$ cat src/pin_ctrl_pkg.sv
package pin_ctrl_pkg;

    // APB geometry
    localparam int ADDR_W = 8;
    localparam int DATA_W = 32;

    // Register byte offsets
    localparam logic [ADDR_W-1:0] CFG_OFS    = 8'h00;
    localparam logic [ADDR_W-1:0] VALUE_OFS  = 8'h04;
    localparam logic [ADDR_W-1:0] STATUS_OFS = 8'h08;

    // Configuration register fields
    localparam int CFG_MODE_LSB  = 0;
    localparam int CFG_MODE_W    = 3;
    localparam int CFG_PULL_LSB  = 4;
    localparam int CFG_PULL_W    = 2;
    localparam int CFG_DRIVE_LSB = 8;
    localparam int CFG_DRIVE_W   = 2;
    localparam int CFG_ALT_LSB   = 12;
    localparam int CFG_ALT_W     = 4;
    localparam int CFG_VALUE_BIT = 16;
    localparam int CFG_MODE_EN   = 24;
    localparam int CFG_PULL_EN   = 25;
    localparam int CFG_DRIVE_EN  = 26;
    localparam int CFG_ALT_EN    = 27;
    localparam int CFG_VALUE_EN  = 28;

    // Value and status register fields
    localparam int VAL_LEVEL_BIT  = 0;
    localparam int STS_LEVEL_BIT  = 0;
    localparam int STS_BUF_BIT    = 1;
    localparam int STS_DRIVE_BIT  = 2;
    localparam int STS_PADO_BIT   = 3;

    // Pin modes, Gray coded along input to peripheral sink-only
    typedef enum logic [2:0] {
        MODE_INPUT       = 3'h0,
        MODE_PUSH_PULL   = 3'h1,
        MODE_OPEN_SINK   = 3'h3,
        MODE_PERIPH      = 3'h2,
        MODE_PERIPH_SINK = 3'h6
    } pin_mode_t;

    typedef enum logic [1:0] {
        PULL_NONE = 2'h0,
        PULL_UP   = 2'h1,
        PULL_DOWN = 2'h2
    } pull_t;

    typedef enum logic [1:0] {
        DRIVE_STRENGTH_LOW    = 2'h0,
        drive_strength_medium = 2'h1,
        DRIVE_STRENGTH_HIGH   = 2'h2
    } drive_t;

    // Reset values
    localparam pin_mode_t MODE_RST  = MODE_INPUT;
    localparam pull_t     PULL_RST  = PULL_NONE;
    localparam drive_t    DRIVE_RST = DRIVE_STRENGTH_LOW;
    localparam logic      BUF_RST   = 1'b0;

endpackage

$ cat src/pin_control.sv
`timescale 1ns/1ps
module pin_control #(
    parameter int NUM_ALT = 4
) (
    input  wire logic                                core_clk,
    input  wire logic                                reset,
    input  wire logic                                psel,
    input  wire logic                                penable,
    input  wire logic                                pwrite,
    input  wire logic [pin_ctrl_pkg::ADDR_W-1:0]     paddr,
    input  wire logic [pin_ctrl_pkg::DATA_W-1:0]     pwdata,
    output logic      [pin_ctrl_pkg::DATA_W-1:0]     prdata,
    output logic                                     pready,
    output logic                                     pslverr,
    input  wire logic                                pad_i,
    output logic                                     pad_o,
    output logic                                     pad_oe_n,
    output logic                                     pull_up_en,
    output logic                                     pull_down_en,
    output pin_ctrl_pkg::drive_t                     drive_sel,
    input  wire logic [NUM_ALT-1:0]                  periph_out,
    input  wire logic [NUM_ALT-1:0]                  periph_oe,
    output logic                                     periph_in
);
    import pin_ctrl_pkg::*;

    localparam int ALT_W = (NUM_ALT > 1) ? $clog2(NUM_ALT) : 1;

    typedef struct packed {
        pin_mode_t          mode;
        pull_t              pull;
        drive_t             drive;
        logic [ALT_W-1:0]   alt;
        logic               buf_v;
        logic               pad_o;
        logic               pad_oe_n;
        logic               pull_up;
        logic               pull_down;
        logic [DATA_W-1:0]  prdata;
        logic               pready;
        logic               pslverr;
    } state_t;

    state_t q;
    state_t d;

    logic                pad_sync;
    logic                setup;
    logic                done;
    logic                wr;
    logic                cfg_wr;
    logic                val_wr;
    logic                mapped;
    logic [DATA_W-1:0]   rd_mux;
    pin_mode_t           wmode;
    pull_t               wpull;
    drive_t              wdrive;
    logic                mode_ok;
    logic                pull_ok;
    logic                drive_ok;
    logic                alt_ok;
    logic                mux_drv;
    logic                mux_oe_n;
    logic                sel_out;
    logic                sel_oe;

    pad_sync2 u_sync (
        .core_clk (core_clk),
        .reset    (reset),
        .async_in (pad_i),
        .sync_out (pad_sync)
    );

    assign sel_out = periph_out[q.alt];
    assign sel_oe  = periph_oe[q.alt];

    pad_mux u_mux (
        .mode      (q.mode),
        .buf_v     (q.buf_v),
        .periph_o  (sel_out),
        .periph_oe (sel_oe),
        .drv       (mux_drv),
        .oe_n      (mux_oe_n)
    );

    assign setup  = psel && !penable;
    assign done   = psel && penable && q.pready;
    assign wr     = done && pwrite;
    assign cfg_wr = wr && (paddr == CFG_OFS);
    assign val_wr = wr && (paddr == VALUE_OFS);
    assign mapped = (paddr == CFG_OFS) || (paddr == VALUE_OFS) || (paddr == STATUS_OFS);

    assign wmode    = pin_mode_t'(pwdata[CFG_MODE_LSB +: CFG_MODE_W]);
    assign wpull    = pull_t'(pwdata[CFG_PULL_LSB +: CFG_PULL_W]);
    assign wdrive   = drive_t'(pwdata[CFG_DRIVE_LSB +: CFG_DRIVE_W]);
    assign mode_ok  = wmode inside {MODE_INPUT, MODE_PUSH_PULL, MODE_OPEN_SINK,
                                    MODE_PERIPH, MODE_PERIPH_SINK};
    assign pull_ok  = wpull inside {PULL_NONE, PULL_UP, PULL_DOWN};
    assign drive_ok = wdrive inside {DRIVE_STRENGTH_LOW, drive_strength_medium,
                                     DRIVE_STRENGTH_HIGH};
    assign alt_ok   = 32'(pwdata[CFG_ALT_LSB +: CFG_ALT_W]) < NUM_ALT;

    // Register read data
    always_comb begin
        rd_mux = '0;
        if (paddr == CFG_OFS) begin
            rd_mux[CFG_MODE_LSB +: CFG_MODE_W]   = q.mode;
            rd_mux[CFG_PULL_LSB +: CFG_PULL_W]   = q.pull;
            rd_mux[CFG_DRIVE_LSB +: CFG_DRIVE_W] = q.drive;
            rd_mux[CFG_ALT_LSB +: ALT_W]         = q.alt;
            rd_mux[CFG_VALUE_BIT]                = q.buf_v;
        end else if (paddr == VALUE_OFS) begin
            rd_mux[VAL_LEVEL_BIT] = pad_sync;
        end else if (paddr == STATUS_OFS) begin
            rd_mux[STS_LEVEL_BIT] = pad_sync;
            rd_mux[STS_BUF_BIT]   = q.buf_v;
            rd_mux[STS_DRIVE_BIT] = !q.pad_oe_n;
            rd_mux[STS_PADO_BIT]  = q.pad_o;
        end
    end

    always_comb begin
        d         = q;
        d.pready  = setup;
        d.pslverr = setup && !mapped;
        if (setup) begin
            d.prdata = rd_mux;
        end
        if (cfg_wr) begin
            if (pwdata[CFG_MODE_EN] && mode_ok) begin
                d.mode = wmode;
            end
            if (pwdata[CFG_PULL_EN] && pull_ok) begin
                d.pull = wpull;
            end
            if (pwdata[CFG_DRIVE_EN] && drive_ok) begin
                d.drive = wdrive;
            end
            if (pwdata[CFG_ALT_EN] && alt_ok) begin
                d.alt = pwdata[CFG_ALT_LSB +: ALT_W];
            end
            // initial value only for push-pull and open-sink modes
            if (pwdata[CFG_VALUE_EN]
                && (d.mode == MODE_PUSH_PULL || d.mode == MODE_OPEN_SINK)) begin
                d.buf_v = pwdata[CFG_VALUE_BIT];
            end
        end
        if (val_wr) begin
            d.buf_v = |pwdata;
        end
        d.pad_o     = mux_drv;
        d.pad_oe_n  = mux_oe_n;
        d.pull_up   = (q.pull == PULL_UP);
        d.pull_down = (q.pull == PULL_DOWN);
    end

    always_ff @(posedge core_clk) begin
        if (reset) begin
            q          <= '0;
            q.mode     <= MODE_RST;
            q.pull     <= PULL_RST;
            q.drive    <= DRIVE_RST;
            q.buf_v    <= BUF_RST;
            q.pad_oe_n <= 1'b1;
        end else begin
            q <= d;
        end
    end

    assign prdata       = q.prdata;
    assign pready       = q.pready;
    assign pslverr      = q.pslverr;
    assign pad_o        = q.pad_o;
    assign pad_oe_n     = q.pad_oe_n;
    assign pull_up_en   = q.pull_up;
    assign pull_down_en = q.pull_down;
    assign drive_sel    = q.drive;
    assign periph_in    = pad_sync;

    in_hiz_a: assert property (
        @(posedge core_clk) disable iff (reset)
        q.mode == MODE_INPUT |=> q.pad_oe_n)
        else $error("pad driven in input mode");

    pp_drive_a: assert property (
        @(posedge core_clk) disable iff (reset)
        q.mode == MODE_PUSH_PULL |=> !q.pad_oe_n && (q.pad_o == $past(q.buf_v)))
        else $error("push-pull pad not at buffer level");

    sink_low_a: assert property (
        @(posedge core_clk) disable iff (reset)
        (q.mode == MODE_OPEN_SINK) && !q.buf_v |=> !q.pad_oe_n && !q.pad_o)
        else $error("sink-only pad not pulled low");

    sink_rel_a: assert property (
        @(posedge core_clk) disable iff (reset)
        (q.mode == MODE_OPEN_SINK) && q.buf_v |=> q.pad_oe_n)
        else $error("sink-only pad not released");

    in_store_a: assert property (
        @(posedge core_clk) disable iff (reset)
        val_wr && (q.mode == MODE_INPUT) |=> q.pad_oe_n && (q.buf_v == ($past(pwdata) != 0)))
        else $error("input-mode write lost or drove pad");

    true_one_a: assert property (
        @(posedge core_clk) disable iff (reset)
        val_wr |=> q.buf_v == (|$past(pwdata)))
        else $error("buffer not set from written truth value");

    level_read_a: assert property (
        @(posedge core_clk) disable iff (reset)
        setup && (paddr == VALUE_OFS) |=> pready && (prdata[0] == $past(pad_sync)))
        else $error("level read mismatch");

    sync_two_a: assert property (
        @(posedge core_clk) disable iff (reset)
        $past(reset, 2) == 1'b0 |-> pad_sync == $past(pad_i, 2))
        else $error("pad synchroniser latency wrong");

    reset_cfg_a: assert property (
        @(posedge core_clk) disable iff (reset)
        $past(reset) |-> (q.mode == MODE_INPUT) && (q.pull == PULL_NONE) && q.pad_oe_n)
        else $error("reset configuration wrong");

    mode_keep_a: assert property (
        @(posedge core_clk) disable iff (reset)
        cfg_wr && !pwdata[CFG_MODE_EN] && !val_wr |=> q.mode == $past(q.mode))
        else $error("mode changed without being supplied");

    init_skip_a: assert property (
        @(posedge core_clk) disable iff (reset)
        cfg_wr && pwdata[CFG_VALUE_EN]
            && (pwdata[CFG_MODE_EN] ? (wmode == MODE_INPUT) : (q.mode == MODE_INPUT))
            |=> q.buf_v == $past(q.buf_v))
        else $error("initial value applied outside output mode");

    periph_pad_a: assert property (
        @(posedge core_clk) disable iff (reset)
        q.mode == MODE_PERIPH |=> (q.pad_o == $past(sel_out))
            && (q.pad_oe_n == !$past(sel_oe)))
        else $error("peripheral not routed to pad");

    pull_out_a: assert property (
        @(posedge core_clk) disable iff (reset)
        q.pull == PULL_DOWN |=> pull_down_en && !pull_up_en)
        else $error("pull-down not applied");

    pull_up_a: assert property (
        @(posedge core_clk) disable iff (reset)
        q.pull == PULL_UP |=> pull_up_en && !pull_down_en)
        else $error("pull-up not applied");

    psink_pad_a: assert property (
        @(posedge core_clk) disable iff (reset)
        q.mode == MODE_PERIPH_SINK |=> !q.pad_o
            && (q.pad_oe_n == !($past(sel_oe) && !$past(sel_out))))
        else $error("peripheral sink-only pad driven high");

    status_read_a: assert property (
        @(posedge core_clk) disable iff (reset)
        setup && (paddr == STATUS_OFS) |=> pready
            && (prdata[STS_LEVEL_BIT] == $past(pad_sync))
            && (prdata[STS_BUF_BIT] == $past(q.buf_v)))
        else $error("status read mismatch");

    sink_read_a: assert property (
        @(posedge core_clk) disable iff (reset)
        setup && (paddr == VALUE_OFS) && (q.mode == MODE_OPEN_SINK) && q.buf_v
            |=> prdata[VAL_LEVEL_BIT] == $past(pad_sync))
        else $error("released sink-only read not pad level");

    pull_keep_a: assert property (
        @(posedge core_clk) disable iff (reset)
        cfg_wr && !pwdata[CFG_PULL_EN] |=> q.pull == $past(q.pull))
        else $error("pull changed without being supplied");

    drive_bad_a: assert property (
        @(posedge core_clk) disable iff (reset)
        cfg_wr && pwdata[CFG_DRIVE_EN] && (pwdata[CFG_DRIVE_LSB +: CFG_DRIVE_W] == 2'h3)
            |=> q.drive == $past(q.drive))
        else $error("undefined drive code accepted");

endmodule // pin_control

$ cat src/pad_sync2.sv
`timescale 1ns/1ps
module pad_sync2 (
    input  wire logic core_clk,
    input  wire logic reset,
    input  wire logic async_in,
    output logic      sync_out
);
    typedef struct packed {
        logic s1;
        logic s2;
    } sync_state_t;

    sync_state_t q;
    sync_state_t d;

    always_comb begin
        d    = q;
        d.s1 = async_in;
        d.s2 = q.s1;
    end

    always_ff @(posedge core_clk) begin
        if (reset) begin
            q <= '0;
        end else begin
            q <= d;
        end
    end

    assign sync_out = q.s2;

endmodule // pad_sync2

$ cat src/pad_mux.sv
`timescale 1ns/1ps
module pad_mux (
    input  wire pin_ctrl_pkg::pin_mode_t mode,
    input  wire logic                    buf_v,
    input  wire logic                    periph_o,
    input  wire logic                    periph_oe,
    output logic                         drv,
    output logic                         oe_n
);
    import pin_ctrl_pkg::*;

    always_comb begin
        drv  = 1'b0;
        oe_n = 1'b1;
        unique case (mode)
            MODE_INPUT: begin
                oe_n = 1'b1;
            end
            MODE_PUSH_PULL: begin
                drv  = buf_v;
                oe_n = 1'b0;
            end
            MODE_OPEN_SINK: begin
                drv  = 1'b0;
                oe_n = buf_v;
            end
            MODE_PERIPH: begin
                drv  = periph_o;
                oe_n = !periph_oe;
            end
            MODE_PERIPH_SINK: begin
                drv  = 1'b0;
                oe_n = !(periph_oe && !periph_o);
            end
            default: begin
                oe_n = 1'b1;
            end
        endcase
    end

endmodule // pad_mux

$ cat config.mk
export PLATFORM = sky130hd
export DESIGN_NAME = pin_control
export DESIGN_NICKNAME = d
export VERILOG_FILES = /design/src/pin_ctrl_pkg.sv /design/src/pin_control.sv /design/src/pad_sync2.sv /design/src/pad_mux.sv
export SDC_FILE = /design/constraint.sdc
export NUM_CORES = 1
export LEC_CHECK = 0
export BUFFER_PORTS_ARGS = -buffer_cell sky130_fd_sc_hd__buf_2
export CORE_MARGIN = 1.5
export CORE_UTILIZATION = 25
export DETAILED_ROUTE_END_ITERATION = 6
export GPL_TIMING_DRIVEN = 1
export PLACE_DENSITY_LB_ADDON = 0.08
export SKIP_LAST_GASP = 1
export SLEW_MARGIN = 30
export SYNTH_ARGS = -nofsm -noshare
export SYNTH_HDL_FRONTEND = slang
export SYNTH_SLANG_ARGS = --single-unit
$ cat constraint.sdc
create_clock -name core_clk -period 2.7 [get_ports core_clk]
set_input_delay 0.54 -clock core_clk [delete_from_list [all_inputs] [get_ports core_clk]]
set_output_delay 0.54 -clock core_clk [all_outputs]
set_load 0.01 [all_outputs]
==> run summary <==
Worst EP required: 2860 ps
Rel. slew slack: 66.27%
Num CTS Buffers: 5
area leader, netlist: dfxtp_1
worst setup margin: 749.8 ps
IO Port Bufs: 73
area grow syn2layout: 23.38%
critical path class: in -> reg
Yosys top cell area share: 35.45%
CP Cell Sequence: buf_2 > or4_4 > nor4b_4 > buf_4 > o2111ai_2 > nand4_1 > o211ai_2
Critical R2R Launch: q[39]
Detailed Routing Iterations Pass 1: 4
worst r2r path cells: 4
Worst path depth: 7
mapped cell area: 0.001638 mm^2
CP endpoint kind: register
die area: 0.007046 mm^2
final setup violating endpoints: 0
Leak: 0.9202 nW
grt ovf: 0
Clock Skew: 5.405 ps
Routed Antenna Nets: 0
Mapped Avg Cell Area: 8.999 um^2
Hold Crit Class: reg -> reg
RD Place Congestion: 0.6911
CP startpoint kind: primary input
Post-CTS Setup Bufs: 0
Worst Max-Slew Pin Slew: 501.3 ps
number of remaining DRC errors: 0
HP Start: u_sync.d[0]
status: finished, final reports clean
Final nets: 298
number of core rows: 29
CP peak stage delay: 580 ps
Clock transition at path regs: 60 ps
initial antenna violation count: 0
CTS max path bufs: 2
top post-synthesis cells by area: dfxtp_1 35%, buf_4 16%, nor2_1 3.9%
r2r endpoint: pad_o
Buf/Inv on CP: 2
drt wl/cell: 12.54 um
worst skew pair latency: 280 ps
number of I/O pins: 95
sequential area share after synthesis: 35.45%
Fin. Hold Viols: 0
Arr. time, crit path: 2110 ps
share of layout cells above drive strength 1: 38.37%
Setup WS pre-CTS: 452.6 ps
hpwl dp: 3320 um
H-tree Lvls: 2
Die Y: 83.94 um
CTS root buffer: clkbuf_8
Reg2Reg Setup Slack: 1280 ps
unrepaired setup endpoints after global routing: no
CTS tree: built
GRT Util Overall: 12.30%
cell area power density: 491.3 mW/mm^2
Synth Flop Type: dfxtp_1
worst-path fanout max: 11
Post-synth ARST share: 0%
hold path cells: 1
Tmin final: 1950 ps
Top Metal Used: met4
ANT cells: 0
first-pass GRT wire length: 6810 um
CTS Hold Bufs: 0
DR vias/cell: 4.398
clock sinks: 29
largest net degree at the start of global routing: 26
initial DRC count: 58
Mapped Cells: 182
vias in the first global route: 1380
Die W: 83.94 um
Initial Util: 25.79%
Post-synth EDFFs: 0
setup TNS: 0 ps
met3 wire length: 252 um
fill count: 690
DRT met1 WL: 1877 um
Yosys warnings: 0
Hold EP: u_sync.sync_out
Worst VDD drop: 159.4 uV
Slew Viols, Final: 0
core area: 0.006350 mm^2
routed wire length: 4039 um
Max Freq: 512.8 MHz
met2 wire length: 1847 um
Worst path slowest cell: or4_4
Post-CTS Resized: 0
Via Count: 1416
fin crit share: 72.23%
Max Cap Viol: 0
register bit count reported by yosys: 29
CP delay by family, top: simple AND/OR/NAND/NOR gates
Synth cell types: 42
[how the worst max path moves through the flow]
stage,start,end,slack (ps)
2_1_floorplan,paddr[5],q[38],650
3_3_place_gp,paddr[5],q[38],470
3_5_place_dp,paddr[5],q[38],450
4_1_cts,paddr[5],q[38],740
5_1_grt,paddr[5],q[43],610
6_report,paddr[5],q[38],750
[registers in the layout, indices dropped and copies added, names as in the netlist]
name,count
prdata,11
q,8
drive_sel,2
pad_o,1
pad_oe_n,1
pready,1
pslverr,1
pull_down_en,1
pull_up_en,1
u_sync.d,1
u_sync.sync_out,1
[metrics by stage]
| step | hold slack (ps) | utilization, % | std cells | power, mW | cell area [um^2] |
|---|---|---|---|---|---|
| after floorplan | 413.8 | - | 202 | 0.5089 | 1713 |
| after global placement | 422.1 | 29.99 | 314 | 0.5449 | 1904 |
| after detailed placement | 424.2 | 29.99 | 314 | 0.5435 | 1904 |
| after CTS | 437.9 | 31.82 | 322 | 1.007 | 2021 |
| after global routing | 466.5 | 31.82 | 322 | 1.041 | 2021 |
| final | 434.8 | 31.82 | 322 | 0.9927 | 2021 |
[power breakdown]
| group | internal, mW | switching [mW] | total [mW] |
|---|---|---|---|
| clock | 0.300 | 0.159 | 0.460 |
| sequential | 0.431 | 0.00106 | 0.432 |
| combinational | 0.0417 | 0.0596 | 0.101 |
| total | 0.773 | 0.220 | 0.993 |
[layout make-up]
class                   instances  area (um^2)  area share [%]
inverters                       4        15.01          0.7430
clock buffers                   7        86.33           4.272
flip-flops and latches         29        580.6           28.73
clock inverters                 1        30.03           1.486
repair buffers                 75        380.4           18.82
multi-input cells             129        832.0           41.18
well taps                      77        96.34           4.768
[cell usage in the layout, fill, tap and decap left out, drive strengths merged, types with 2 or more instances in the layout]
cell type / count
nor3: 3
nor3b: 2
o211ai: 2
a21oi: 6
nand4: 5
nor2b: 6
and3b: 2
clkbuf: 7
o221a: 2
a31oi: 2
mux4: 2
nand2b: 2
nand2: 15
o21ai: 3
nor2: 18
o2111ai: 2
nand3: 4
conb: 21
buf: 75
a22oi: 7
and3: 2
nor4: 9
dfxtp: 29
mux2i: 4
inv: 4
[logic make-up (layout without fill, tap and decap cells)]
family,count (synthesis),in the layout,share of synthesized area [%]
multiplexers,7,7,5.882
AO/OA/AOI/OAI,28,28,13.14
other,1,21,0.2290
buffers and inverters,44,87,18.33
AND/OR/NAND/NOR,73,73,26.97
flip-flops,29,29,35.45
[worst register-to-register path, stage by stage, from the launching register on]
cell	delay, ps
dfxtp_1	440
mux4_2	540
nand2_1	100
o21ai_0	70
and3_1	170
[metal layers]
layer	GRT usage, %	vias up
li1	-	719
met1	15.68	644
met2	19.28	47
met3	4.055	6
met4	4.620	0
met5	0	-
[Yosys cell counts, drive strengths merged (3+ instances only)]
cell type	instances
nor3	3
mux2i	4
nor2	18
inv	4
nand3	4
a22oi	7
clkbuf	5
nand4	5
nor2b	6
dfxtp	29
nor4	9
o21ai	3
a21oi	6
nand2	15
buf	35
(Power assumes the default switching activity.)
